**src/rtl/parallel_io_cfg.svh**
```systemverilog
`ifndef PARALLEL_IO_CFG_SVH
`define PARALLEL_IO_CFG_SVH
`define LINE_BASE_HI 24'hFFFF00
`define OFS_OWN_EN 8'h00
`define OFS_OWN_DIS 8'h04
`define OFS_OWN_STAT 8'h08
`define OFS_OE_SET 8'h10
`define OFS_OE_CLR 8'h14
`define OFS_OE_STAT 8'h18
`define OFS_FLT_SET 8'h20
`define OFS_FLT_CLR 8'h24
`define OFS_FLT_STAT 8'h28
`define OFS_DRV_SET 8'h30
`define OFS_DRV_CLR 8'h34
`define OFS_DRV_STAT 8'h38
`define OFS_LVL_STAT 8'h3C
`define OFS_IRQ_EN 8'h40
`define OFS_IRQ_DIS 8'h44
`define OFS_IRQ_MASK 8'h48
`define OFS_IRQ_STAT 8'h4C
`define RST_OWN 32'h01FFFFFF
`define RST_ZERO 32'h00000000
`define LINE_MASK 32'hFFFFFFFF
`endif

```
**src/rtl/parallel_io_pkg.sv**
```systemverilog
`default_nettype none
package parallel_io_pkg;
    typedef logic [31:0] word_t;
    typedef struct packed {
        word_t s1;
        word_t s2;
        word_t s3;
        word_t level;
    } sampler_state_t;
    typedef struct packed {
        word_t own;
        word_t oe;
        word_t filt;
        word_t odsr;
        word_t imr;
        word_t isr;
        word_t prevLevel;
        logic primed;
        logic pready;
        logic pslverr;
        word_t prdata;
        word_t padOut;
        word_t padOe;
        word_t periphIn;
        logic irq;
    } ctrl_state_t;
endpackage
`default_nettype wire

```
**src/rtl/line_bus_if.sv**
```systemverilog
`default_nettype none
interface line_bus_if;
    import parallel_io_pkg::*;
    word_t rawPins;
    word_t filterOn;
    word_t level;
    modport sampler (input rawPins, input filterOn, output level);
    modport ctrl (output rawPins, output filterOn, input level);
endinterface
`default_nettype wire

```
**src/rtl/pin_sampler.sv**
```systemverilog
`default_nettype none
module pin_sampler
    import parallel_io_pkg::*;
(
    // Clock
    input wire logic mclk,
    // Line side
    line_bus_if.sampler lines
);
    sampler_state_t st;
    sampler_state_t next_st;
    word_t stable;

    // Pad levels are data, not control: no reset, they follow the pins
    always_comb begin
        next_st = st;
        next_st.s1 = lines.rawPins;
        next_st.s2 = st.s1;
        next_st.s3 = st.s2;
        stable = ~(st.s2 ^ st.s3);
        // A filtered line only moves after two equal samples
        next_st.level = (st.s2 & (~lines.filterOn | stable))
            | (st.level & lines.filterOn & ~stable);
    end

    always_ff @(posedge mclk) begin
        st <= next_st;
    end

    assign lines.level = st.level;
endmodule
`default_nettype wire

```
**src/rtl/parallel_line_controller.sv**
```systemverilog
// Implementation choice: the APB register port.
`default_nettype none
`include "parallel_io_cfg.svh"
module parallel_line_controller
    import parallel_io_pkg::*;
(
    // Clock and reset
    input wire logic mclk,
    input wire logic sys_rst,
    // APB slave
    input wire logic psel,
    input wire logic penable,
    input wire logic pwrite,
    input wire logic [31:0] paddr,
    input wire logic [31:0] pwdata,
    output logic [31:0] prdata,
    output logic pready,
    output logic pslverr,
    // Pads
    input wire logic [31:0] padIn,
    output logic [31:0] padOut,
    output logic [31:0] padOe,
    // Multiplexed peripherals
    input wire logic [31:0] periphOut,
    input wire logic [31:0] periphOe,
    output logic [31:0] periphIn,
    // Interrupt
    output logic irq
);
    ctrl_state_t st;
    ctrl_state_t next_st;
    line_bus_if lines ();
    logic [7:0] ofs;
    logic inWindow;
    logic access;
    logic wrFire;
    logic rdFire;
    word_t wdata;
    word_t chg;
    word_t rdValue;
    logic known;

    pin_sampler u_sampler (
        .mclk(mclk),
        .lines(lines)
    );

    assign lines.rawPins = padIn;
    assign lines.filterOn = st.filt;

    assign ofs = paddr[7:0];
    assign inWindow = (paddr[31:8] == `LINE_BASE_HI) && (paddr[1:0] == 2'h0);
    assign access = psel && penable;
    // Writes and read side effects land only on the completing edge
    assign wrFire = access && st.pready && pwrite && inWindow;
    assign rdFire = access && st.pready && !pwrite && inWindow;
    assign wdata = pwdata & `LINE_MASK;

    // A level change on any line, whatever its owner or direction
    assign chg = st.primed ? (lines.level ^ st.prevLevel) : `RST_ZERO;

    // Read mux; unmapped and reserved words read zero
    always_comb begin
        rdValue = `RST_ZERO;
        known = 1'b1;
        case (ofs)
            `OFS_OWN_STAT: rdValue = st.own;
            `OFS_OE_STAT: rdValue = st.oe;
            `OFS_FLT_STAT: rdValue = st.filt;
            `OFS_DRV_STAT: rdValue = st.odsr;
            `OFS_LVL_STAT: rdValue = lines.level;
            `OFS_IRQ_MASK: rdValue = st.imr;
            // Include same-cycle changes so none slip past the clear
            `OFS_IRQ_STAT: rdValue = st.isr | chg;
            `OFS_OWN_EN, `OFS_OWN_DIS, `OFS_OE_SET, `OFS_OE_CLR,
            `OFS_FLT_SET, `OFS_FLT_CLR, `OFS_DRV_SET, `OFS_DRV_CLR,
            `OFS_IRQ_EN, `OFS_IRQ_DIS: rdValue = `RST_ZERO;
            default: begin
                rdValue = `RST_ZERO;
                known = 1'b0;
            end
        endcase
        rdValue = rdValue & `LINE_MASK;
        if (!inWindow) begin
            rdValue = `RST_ZERO;
        end
    end

    always_comb begin
        next_st = st;
        // One wait state: ready is high in the second access cycle
        next_st.pready = access && !st.pready;
        next_st.pslverr = access && !st.pready && !inWindow;
        if (access && !st.pready) begin
            next_st.prdata = pwrite ? `RST_ZERO : rdValue;
        end
        if (wrFire && known) begin
            case (ofs)
                `OFS_OWN_EN: next_st.own = st.own | wdata;
                `OFS_OWN_DIS: next_st.own = st.own & ~wdata;
                // Direction is kept even for peripheral-owned lines
                `OFS_OE_SET: next_st.oe = st.oe | wdata;
                `OFS_OE_CLR: next_st.oe = st.oe & ~wdata;
                `OFS_FLT_SET: next_st.filt = st.filt | wdata;
                `OFS_FLT_CLR: next_st.filt = st.filt & ~wdata;
                `OFS_DRV_SET: next_st.odsr = st.odsr | wdata;
                `OFS_DRV_CLR: next_st.odsr = st.odsr & ~wdata;
                `OFS_IRQ_EN: next_st.imr = st.imr | wdata;
                `OFS_IRQ_DIS: next_st.imr = st.imr & ~wdata;
                default: next_st.imr = st.imr;
            endcase
        end
        // Read clears, but a change in the same cycle still sets
        if (rdFire && ofs == `OFS_IRQ_STAT) begin
            next_st.isr = chg;
        end else begin
            next_st.isr = st.isr | chg;
        end
        next_st.prevLevel = lines.level;
        next_st.primed = 1'b1;
        // Pads are registered so every output comes from a flop
        next_st.padOe = (st.own & st.oe) | (~st.own & periphOe);
        next_st.padOut = (st.own & st.odsr) | (~st.own & periphOut);
        next_st.periphIn = lines.level & ~st.own;
        if (sys_rst) begin
            next_st.own = `RST_OWN;
            next_st.oe = `RST_ZERO;
            next_st.filt = `RST_ZERO;
            next_st.odsr = `RST_ZERO;
            next_st.imr = `RST_ZERO;
            next_st.isr = `RST_ZERO;
            next_st.primed = 1'b0;
            next_st.pready = 1'b0;
            next_st.pslverr = 1'b0;
            next_st.prdata = `RST_ZERO;
            next_st.padOut = `RST_ZERO;
            next_st.padOe = `RST_ZERO;
            next_st.periphIn = `RST_ZERO;
        end
        next_st.irq = !sys_rst && |(next_st.isr & next_st.imr);
    end

    always_ff @(posedge mclk) begin
        st <= next_st;
    end

    assign prdata = st.prdata;
    assign pready = st.pready;
    assign pslverr = st.pslverr;
    assign padOut = st.padOut;
    assign padOe = st.padOe;
    assign periphIn = st.periphIn;
    assign irq = st.irq;
endmodule
`default_nettype wire

```
**config.mk**
```make
export PLATFORM = sky130hd
export DESIGN_NAME = parallel_line_controller
export DESIGN_NICKNAME = d
export VERILOG_FILES = /design/src/rtl/parallel_io_pkg.sv /design/src/rtl/line_bus_if.sv /design/src/rtl/pin_sampler.sv /design/src/rtl/parallel_line_controller.sv
export VERILOG_INCLUDE_DIRS = /design/src /design/src/rtl
export SDC_FILE = /design/constraint.sdc
export NUM_CORES = 1
export LEC_CHECK = 0
export ABC_AREA = 1
export BUFFER_PORTS_ARGS = -buffer_cell sky130_fd_sc_hd__clkbuf_2
export CELL_PAD_IN_SITES_DETAIL_PLACEMENT = 2
export CELL_PAD_IN_SITES_GLOBAL_PLACEMENT = 2
export CORE_ASPECT_RATIO = 1.5
export CORE_MARGIN = 2
export CORE_UTILIZATION = 36
export CTS_CLUSTER_DIAMETER = 100
export CTS_CLUSTER_SIZE = 12
export DETAILED_ROUTE_END_ITERATION = 7
export PLACE_DENSITY_LB_ADDON = 0.1
export SYNTH_ARGS = -nofsm -noshare
export SYNTH_HDL_FRONTEND = slang
export SYNTH_SLANG_ARGS = --single-unit
```
**constraint.sdc**
```tcl
create_clock -name mclk -period 5.6 [get_ports mclk]
set_input_delay 0.56 -clock mclk [delete_from_list [all_inputs] [get_ports mclk]]
set_output_delay 0.56 -clock mclk [all_outputs]
set_load 0.01 [all_outputs]
```
==> flow_summary_export.csv, run 1 <==
group,metric,value,unit
yosys,synth_area_leaders,"dfxtp_1, nand2_1, buf_4",
yosys,syn_inst,2449,
timing,drv_slew,0,
final_layout,drive_gt1_frac,0.170,
timing,fin_hold_ws,67.0,ps
clock_tree,cts_resized,0,
yosys,yosys.area.top_type,"dfxtp_1",
global_routing,antenna_found_initial,2,
worst_setup_path,crit_arrival,3780,ps
yosys,synth.distinct_cells,37,
worst_setup_path,setup.worst_path.class,"in -> reg",
yosys,seq_area_frac_synth,0.498,
timing,hold_viol_final,0,
final_layout,fin_nets,2703,
global_routing,grt_pass1_wl,112000,um
global_routing,grt_pass1_vias,19100,
timing,final.setup.tns,0,ps
global_routing,grt.overflow.total,0,
clock_tree,cts.clk_slew.worst_paths,60,ps
die,die_w,194,um
yosys,ys_ff_latch,484,
final_layout,final_cells,3229,
timing,setup_viol,0,
die,fp.dieH,289,um
drt,drc,0,
yosys,synth-main-ff-cell,"dfxtp_1",
clock_tree,clock-root-buffer,"clkbuf_16",
yosys,synthArstFlopShare,0,
clock_tree,clkSinkCount,484,
final_layout,final_common_cell,"dfxtp_1",
timing,worst_pin_slew,1130,ps
min_path,hold_class,"in -> reg",
drt,drt_iter0_drc,621,
final_layout,final_cell_area,0.0216,sq mm
clock_tree,hold_buffers,0,
global_routing,grt_usage,0.257,
timing,finalCriticalPeriod,3400,ps
worst_setup_path,cp_slowest_stage_delay,860,ps
yosys,yosys_warnings,0,
drt,dr_total_vias,17600,
clock_tree,clk-insertion-delay-late,590,ps
worst_setup_path,cp.depth,11,
yosys,netlist.area_leader.share,0.498,
worst_setup_path,path_cells,"clkbuf_2, nor2_2, nand2_4, nor2_4, nor2_1, nand3_2, nand2_4, nor2_4, inv_2, o21ai_0, o311ai_0",
clock_tree,cts_setup_buffers,0,
worst_setup_path,cp.required,5980,ps
power,power.total,6.75,mW
yosys,synth_edf_count,0,
worst_setup_path,startpoint_type,"primary input",
placement,dpl.hpwl,48500,um
timing,period_share,0.606,
final_layout,syn_to_final_growth,11.3,%
yosys,syn-num-nets,2614,
run,maxCapViolations,0,
die,start_util,0.364,
die,num_rows,104,
placement,placed_cells,3179,
drt,ant_nets,0,
clock_tree,clockBufferDepth,3,
min_path,min_path_cells,1,
yosys,syn-cell-area,0.0194,sq mm
final_layout,postLayoutCoreUtil,0.405,
worst_setup_path,setup.worst_path.end_class,"flop",
clock_tree,htree_levels,2,
placement,io_buffers,295,
clock_tree,numCtsBuffers,46,
power,ir_drop,212,uV
drt,wl,73100,um
timing,fmax,294,MHz
timing,slew_headroom,0.247,
placement,placed_area,0.0204,sq mm
status,status,"completed",
power,cellLeakagePower,9.42,nW
placement,gp_congestion,0.814,
yosys,avgSynthCellArea,7.94,sq um
timing,rsz0062_at_grt,"false",
timing,fin_skew,13.8,ps
drt,routedWlPerCell,22.7,um
worst_setup_path,reg2regPathDepth,8,
timing,worst_slack,2200,ps
worst_setup_path,worst-path-buf-inv,2,
placement,place_ws,1590,ps
drt,dr.pass1.iters,6,
die,ios,296,
power,powerDensity,312,mW/mm^2
clock_tree,cts_tree,"done",
worst_setup_path,slowest_stage,"nor2_4",
final_layout,fill_cells,6161,
die,coreArea,0.0535,sq mm
drt,via_per_inst,5.44,
die,dieArea,0.0559,sq mm
worst_setup_path,path_max_fanout,50,
final_layout,mostFrequentLayoutCells,"dfxtp_1, nand2_1, clkbuf_2",
worst_setup_path,cpLargestDelayFamily,"simple AND/OR/NAND/NOR gates",
global_routing,grt_max_degree,101,
routing by layer:
layer | vias to the layer above | part of all wire | global-route usage
met5 | - | 0.00015 | 0
met4 | 2 | 0.027 | 0.0786
met3 | 115 | 0.034 | 0.0298
met2 | 366 | 0.54 | 0.496
met1 | 8901 | 0.40 | 0.294
li1 | 8189 | - | -
cell type report:
type                       instances  area (sq um)  share of cell area
multi-input combinational       1465          7380               0.341
clock inverter                     2          17.5            0.000809
tap                              689           862              0.0398
timing repair buffer             318          1670              0.0772
clock buffer                      47          1180              0.0543
sequential                       484          9690               0.448
inverter                         223           840              0.0388
antenna                            1          2.50            0.000116
cell usage after synthesis (26+ instances only):
library cell and count:
o21ai_0 200, dfxtp_1 484, inv_1 213, clkbuf_1 108, nor2_1 275, buf_4 138
nand2_1 445, nand3_1 68, nor3_1 26, or2_2 30, a21oi_1 170, o211ai_1 29
a311oi_1 103
power breakdown:
group | leakage (nW) | switching, mW | internal, mW
sequential | 3.97 | 0.0555 | 3.53
clock | 0.588 | 1.33 | 1.48
combinational | 4.86 | 0.246 | 0.115
worst paths after layout:
path | from | to | slack, ps
max | paddr[1] | flop | 2200
min | padIn[22] | u_sampler.next_st[86] | 70
max reg2reg | pready | flop | 2350
min reg2reg | u_sampler.next_st[74] | u_sampler.next_st[42] | 320
cell families after synthesis:
logic type             Yosys count  share of synthesized area
AO/OA/AOI/OAI                  603                      0.195
AND/OR/NAND/NOR                862                      0.182
buffers and inverters          500                      0.125
flip-flops                     484                      0.498
worst reg2reg max path, stage by stage (launching register included):
cell and delay [ps]:
dfxtp_1 380, nand4_1 170, nor3_4 210, buf_4 590, nand2_4 230, nor2_4 440
inv_2 520, o21ai_0 330, o311ai_0 180
No activity file was read; power rests on OpenSTA's default activity.
==> run 2, diff against run 1 <==
--- a/config.mk
+++ b/config.mk
@@ -12,7 +12,7 @@
 export CELL_PAD_IN_SITES_GLOBAL_PLACEMENT = 2
 export CORE_ASPECT_RATIO = 1.5
 export CORE_MARGIN = 2
-export CORE_UTILIZATION = 36
+export CORE_UTILIZATION = 30
 export CTS_CLUSTER_DIAMETER = 100
 export CTS_CLUSTER_SIZE = 12
 export DETAILED_ROUTE_END_ITERATION = 7
==> constraint.sdc (replaced) <==
create_clock -name mclk -period 2.8 [get_ports mclk]
set_input_delay 0.28 -clock mclk [delete_from_list [all_inputs] [get_ports mclk]]
set_output_delay 0.28 -clock mclk [all_outputs]
set_load 0.01 [all_outputs]
==> flow_summary_export.csv, run 2 (synthesis results as in run 1) <==
group,metric,value,unit
final_layout,final_common_cell,"dfxtp_1",
global_routing,antenna_found_initial,0,
final_layout,mostFrequentLayoutCells,"dfxtp_1, nand2_1, clkbuf_2",
clock_tree,numCtsBuffers,46,
clock_tree,clk-insertion-delay-late,600,ps
worst_setup_path,setup.worst_path.class,"reg -> reg",
drt,top_layer,"met4",
power,cellLeakagePower,10.0,nW
global_routing,grt_pass1_wl,116000,um
die,num_rows,114,
clock_tree,clock-root-buffer,"clkbuf_16",
die,fp.dieH,316,um
worst_setup_path,crit_arrival,2620,ps
timing,final.setup.tns,0,ps
global_routing,grt.overflow.total,0,
power,ir_drop,397,uV
timing,worst_pin_slew,916,ps
clock_tree,cts_resized,0,
drt,wl_met3,2360,um
timing,setup_viol,0,
final_layout,final_cell_area,0.0233,sq mm
global_routing,grt_pass1_vias,19300,
clock_tree,htree_levels,2,
die,start_util,0.302,
clock_tree,cts_setup_buffers,0,
final_layout,drive_gt1_frac,0.171,
timing,slew_headroom,0.389,
die,die_w,212,um
power,powerDensity,590,mW/mm^2
placement,place_ws,222,ps
run,maxCapViolations,0,
worst_setup_path,setup.worst_path.end_class,"flop",
status,status,"completed",
timing,fmax,454,MHz
clock_tree,cts.clk_slew.worst_paths,70,ps
drt,ant_nets,0,
drt,wl,75600,um
timing,worst_slack,598,ps
clock_tree,cts_tree,"done",
drt,drt_iter0_drc,716,
drt,via_per_inst,4.97,
timing,hold_viol_final,0,
placement,dpl.hpwl,51400,um
die,dieArea,0.0669,sq mm
final_layout,syn_to_final_growth,19.9,%
final_layout,final_cells,3544,
placement,placed_cells,3385,
final_layout,postLayoutCoreUtil,0.362,
timing,period_share,0.787,
drt,drt-met1-wl,31900,um
clock_tree,clkSinkCount,484,
worst_setup_path,cp.required,3210,ps
drt,drc,0,
placement,gp_congestion,0.776,
placement,placed_area,0.0210,sq mm
clock_tree,clockBufferDepth,3,
timing,rsz0062_at_grt,"false",
die,coreArea,0.0643,sq mm
placement,io_buffers,295,
worst_setup_path,path_max_fanout,50,
global_routing,grt_max_degree,170,
die,ios,296,
drt,dr_total_vias,17600,
timing,finalCriticalPeriod,2200,ps
worst_setup_path,startpoint_type,"flop",
drt,met2_length,40000,um
drt,routedWlPerCell,21.3,um
final_layout,fin_nets,2836,
clock_tree,hold_buffers,108,
timing,drv_slew,0,
timing,fin_skew,15.4,ps
min_path,hold_class,"in -> reg",
global_routing,grt_usage,0.226,
drt,dr.pass1.iters,4,
run 2: changes by cell type in the layout (fill, tap and decap cells not counted), sizes merged:
| cell | delta |
|---|---|
| buf | +25 |
| dlygate4sd3 | +108 |
| inv | +1 |
run 2: where the power goes:
group	switching, mW	internal (mW)	leakage, nW	total (mW)
sequential	0.109	7.06	3.97	7.17
combinational	0.526	0.339	5.48	0.865
clock	2.74	2.97	0.598	5.71
total	3.37	10.4	10.0	13.7
run 2: area by class of cell:
class / instances / area, sq um
antenna: 1 / 2.50
clock buffer: 47 / 1180
clock inverter: 3 / 37.5
fill: 7342 / 41000
inverter: 223 / 842
multi-input combinational: 1465 / 7390
sequential: 484 / 9690
tap: 870 / 1090
timing repair buffer: 451 / 3080
run 2: routing by layer:
layer	vias to the layer above	global-route usage
met2	289	0.431
met4	0	0.0488
met5	-	0
met3	78	0.0256
met1	8812	0.269
li1	8452	-
run 2: per-stage QoR:
step / hold slack (ps) / total power [mW]
3_3_place_gp: 315 / 8.04
5_1_grt: 30.5 / 14.3
6_report: 11.9 / 13.7
2_1_floorplan: 308 / 7.72
3_5_place_dp: 314 / 8.08
4_1_cts: 1.25 / 14.0
run 2: worst max-delay path: stages (launching register included):
cell,delay (ps)
dfxtp_1,370
nand4_1,170
nor3_4,370
nand2_4,160
nor2_4,120
inv_2,330
o21ai_0,300
o311ai_0,190
run 2: worst paths after layout:
| path | from | endpoint | slack [ps] | depth (start not counted) |
|---|---|---|---|---|
| worst max-delay path | pready | flop | 600 | 7 |
| worst min-delay path | periphOe[26] | padOe[26] | 10 | 3 |
| worst max register to register | pready | flop | 600 | 7 |
| worst min register to register | u_sampler.next_st[82] | u_sampler.next_st[50] | 330 | 0 |
==> run 3, diff against run 2 <==
==> constraint.sdc (replaced) <==
create_clock -name mclk -period 1.8 [get_ports mclk]
set_input_delay 0.18 -clock mclk [delete_from_list [all_inputs] [get_ports mclk]]
set_output_delay 0.18 -clock mclk [all_outputs]
set_load 0.01 [all_outputs]
==> flow_summary_export.csv, run 3 (synthesis results as in run 1) <==
group,metric,value,unit
status,status,"finished, violations left",
status,violations,"setup timing",
final_layout,fin_nets,3049,
timing,rsz0062_at_grt,"true",
die,ios,296,
worst_setup_path,setup.worst_path.end_class,"flop",
clock_tree,cts.clk_slew.worst_paths,80,ps
timing,worst_slack,-256,ps
worst_setup_path,cp.required,2260,ps
clock_tree,htree_levels,2,
worst_setup_path,r2r_start,"pready",
timing,final.setup.tns,-21620,ps
placement,placed_cells,3519,
die,die_w,212,um
global_routing,grt.overflow.total,0,
final_layout,multiInputGateArea,0.00852,sq mm
timing,finalCriticalPeriod,2060,ps
drt,via_per_inst,5.06,
final_layout,final_cells,3755,
timing,hold_viol_final,0,
die,fp.dieH,316,um
min_path,hold_class,"in -> reg",
die,start_util,0.302,
final_layout,drive_gt1_frac,0.299,
clock_tree,numCtsBuffers,46,
drt,drt_iter0_drc,744,
placement,place_ws,-668,ps
final_layout,syn_to_final_growth,39.9,%
clock_tree,clockBufferDepth,3,
drt,routedWlPerCell,24.3,um
worst_setup_path,setup.worst_path.class,"reg -> reg",
final_layout,regArea,0.00969,sq mm
min_path,hold_start,"pwdata[31]",
timing,fin_skew,22.7,ps
final_layout,fill_cells,7105,
timing,drv_slew,0,
timing,setup_viol,129,
timing,worst_pin_slew,1020,ps
final_layout,mostFrequentLayoutCells,"dfxtp_1, nand2_1, clkbuf_2",
final_layout,final_common_cell,"dfxtp_1",
drt,drc,0,
die,dieArea,0.0669,sq mm
global_routing,grt_pass1_vias,20900,
power,cellLeakagePower,11.7,nW
clock_tree,clkSinkCount,484,
global_routing,antenna_found_initial,1,
clock_tree,cts_tree,"done",
power,powerDensity,802,mW/mm^2
worst_setup_path,startpoint_type,"flop",
drt,wl,91300,um
power,ir_drop,558,uV
timing,slew_headroom,0.322,
global_routing,grt_pass1_wl,128000,um
placement,gp_congestion,0.792,
worst_setup_path,reg2regPathDepth,11,
worst_setup_path,crit_arrival,2520,ps
placement,dpl.hpwl,58200,um
run,maxCapViolations,0,
worst_setup_path,rrSetupSlack,-260,ps
drt,ant_nets,0,
clock_tree,clk-insertion-delay-late,610,ps
die,coreArea,0.0643,sq mm
global_routing,grt_usage,0.258,
min_path,min_path_cells,3,
final_layout,final_cell_area,0.0272,sq mm
placement,placed_area,0.0223,sq mm
drt,dr_total_vias,19000,
worst_setup_path,path_max_fanout,8,
die,num_rows,114,
timing,fmax,486,MHz
placement,io_buffers,295,
drt,dr.pass1.iters,4,
clock_tree,clock-root-buffer,"clkbuf_16",
global_routing,grt_max_degree,170,
timing,period_share,1.14,
-- run 3: cell types whose count changed in the layout (fill, tap and decap cells not counted), sizes merged --
cell	change
buf	+186
clkbuf	+8
clkinv	+1
dlygate4sd3	+18
inv	-2
-- run 3: worst max-delay path: stages, from the launching register on --
cell	delay, ps
dfxtp_2	330
nand4_1	120
nor3_4	220
buf_12	150
buf_12	100
nand2_8	70
buf_6	140
nor2_4	210
inv_8	120
clkbuf_16	210
o21ai_1	120
o311ai_1	110
-- run 3: power by group --
part           total, mW  internal (mW)  leakage, nW  switching, mW
combinational       1.84          0.793         7.11           1.05
clock               8.83           4.52        0.578           4.31
sequential          11.1           11.0         3.98          0.155
total               21.8           16.3         11.7           5.52
-- run 3: how the worst max path moves through the flow --
| stage | end | startpoint | depth (start not counted) |
|---|---|---|---|
| after floorplan | irq | paddr[15] | 16 |
| after global placement | irq | paddr[0] | 18 |
| after detailed placement | flop | paddr[0] | 14 |
| after CTS | irq | pready | 14 |
| after global routing | irq | pready | 14 |
| final | flop | pready | 11 |
-- run 3: per-stage QoR --
step	util	power, mW	hold WS, ps
4_1_cts	0.401	22.0	2.73
2_1_floorplan	-	12.0	208
6_report	0.423	21.8	53.7
3_3_place_gp	0.347	12.7	284
3_5_place_dp	0.347	12.8	285
5_1_grt	0.423	22.7	49.7
-- run 3: layout make-up --
cell class / instances / share of cell area
repair buffers: 664 / 0.216
flip-flops and latches: 484 / 0.356
clock buffers: 46 / 0.0423
multi-input cells: 1465 / 0.313
clock inverters: 2 / 0.000920
well taps: 870 / 0.0400
inverters: 223 / 0.0312
diodes: 1 / 0.0000920
-- run 3: what timing repair did --
| action | CTS | global route |
|---|---|---|
| resized for setup | 175 | 252 |
| hold buffers | 126 | 0 |
| setup endpoints to repair | 161 | 160 |
| gates cloned | 14 | 12 |
| buffers inserted | 26 | 20 |
| endpoints found under the hold margin | 205 | 0 |
| pin swaps | 46 | 82 |
-- run 3: metal layers --
metal,vias to the layer above,part of all wire,global-route usage
met4,0,0.050,0.116
met1,9563,0.37,0.267
met2,378,0.55,0.506
met5,-,0,0
met3,171,0.031,0.0364
li1,8889,-,-
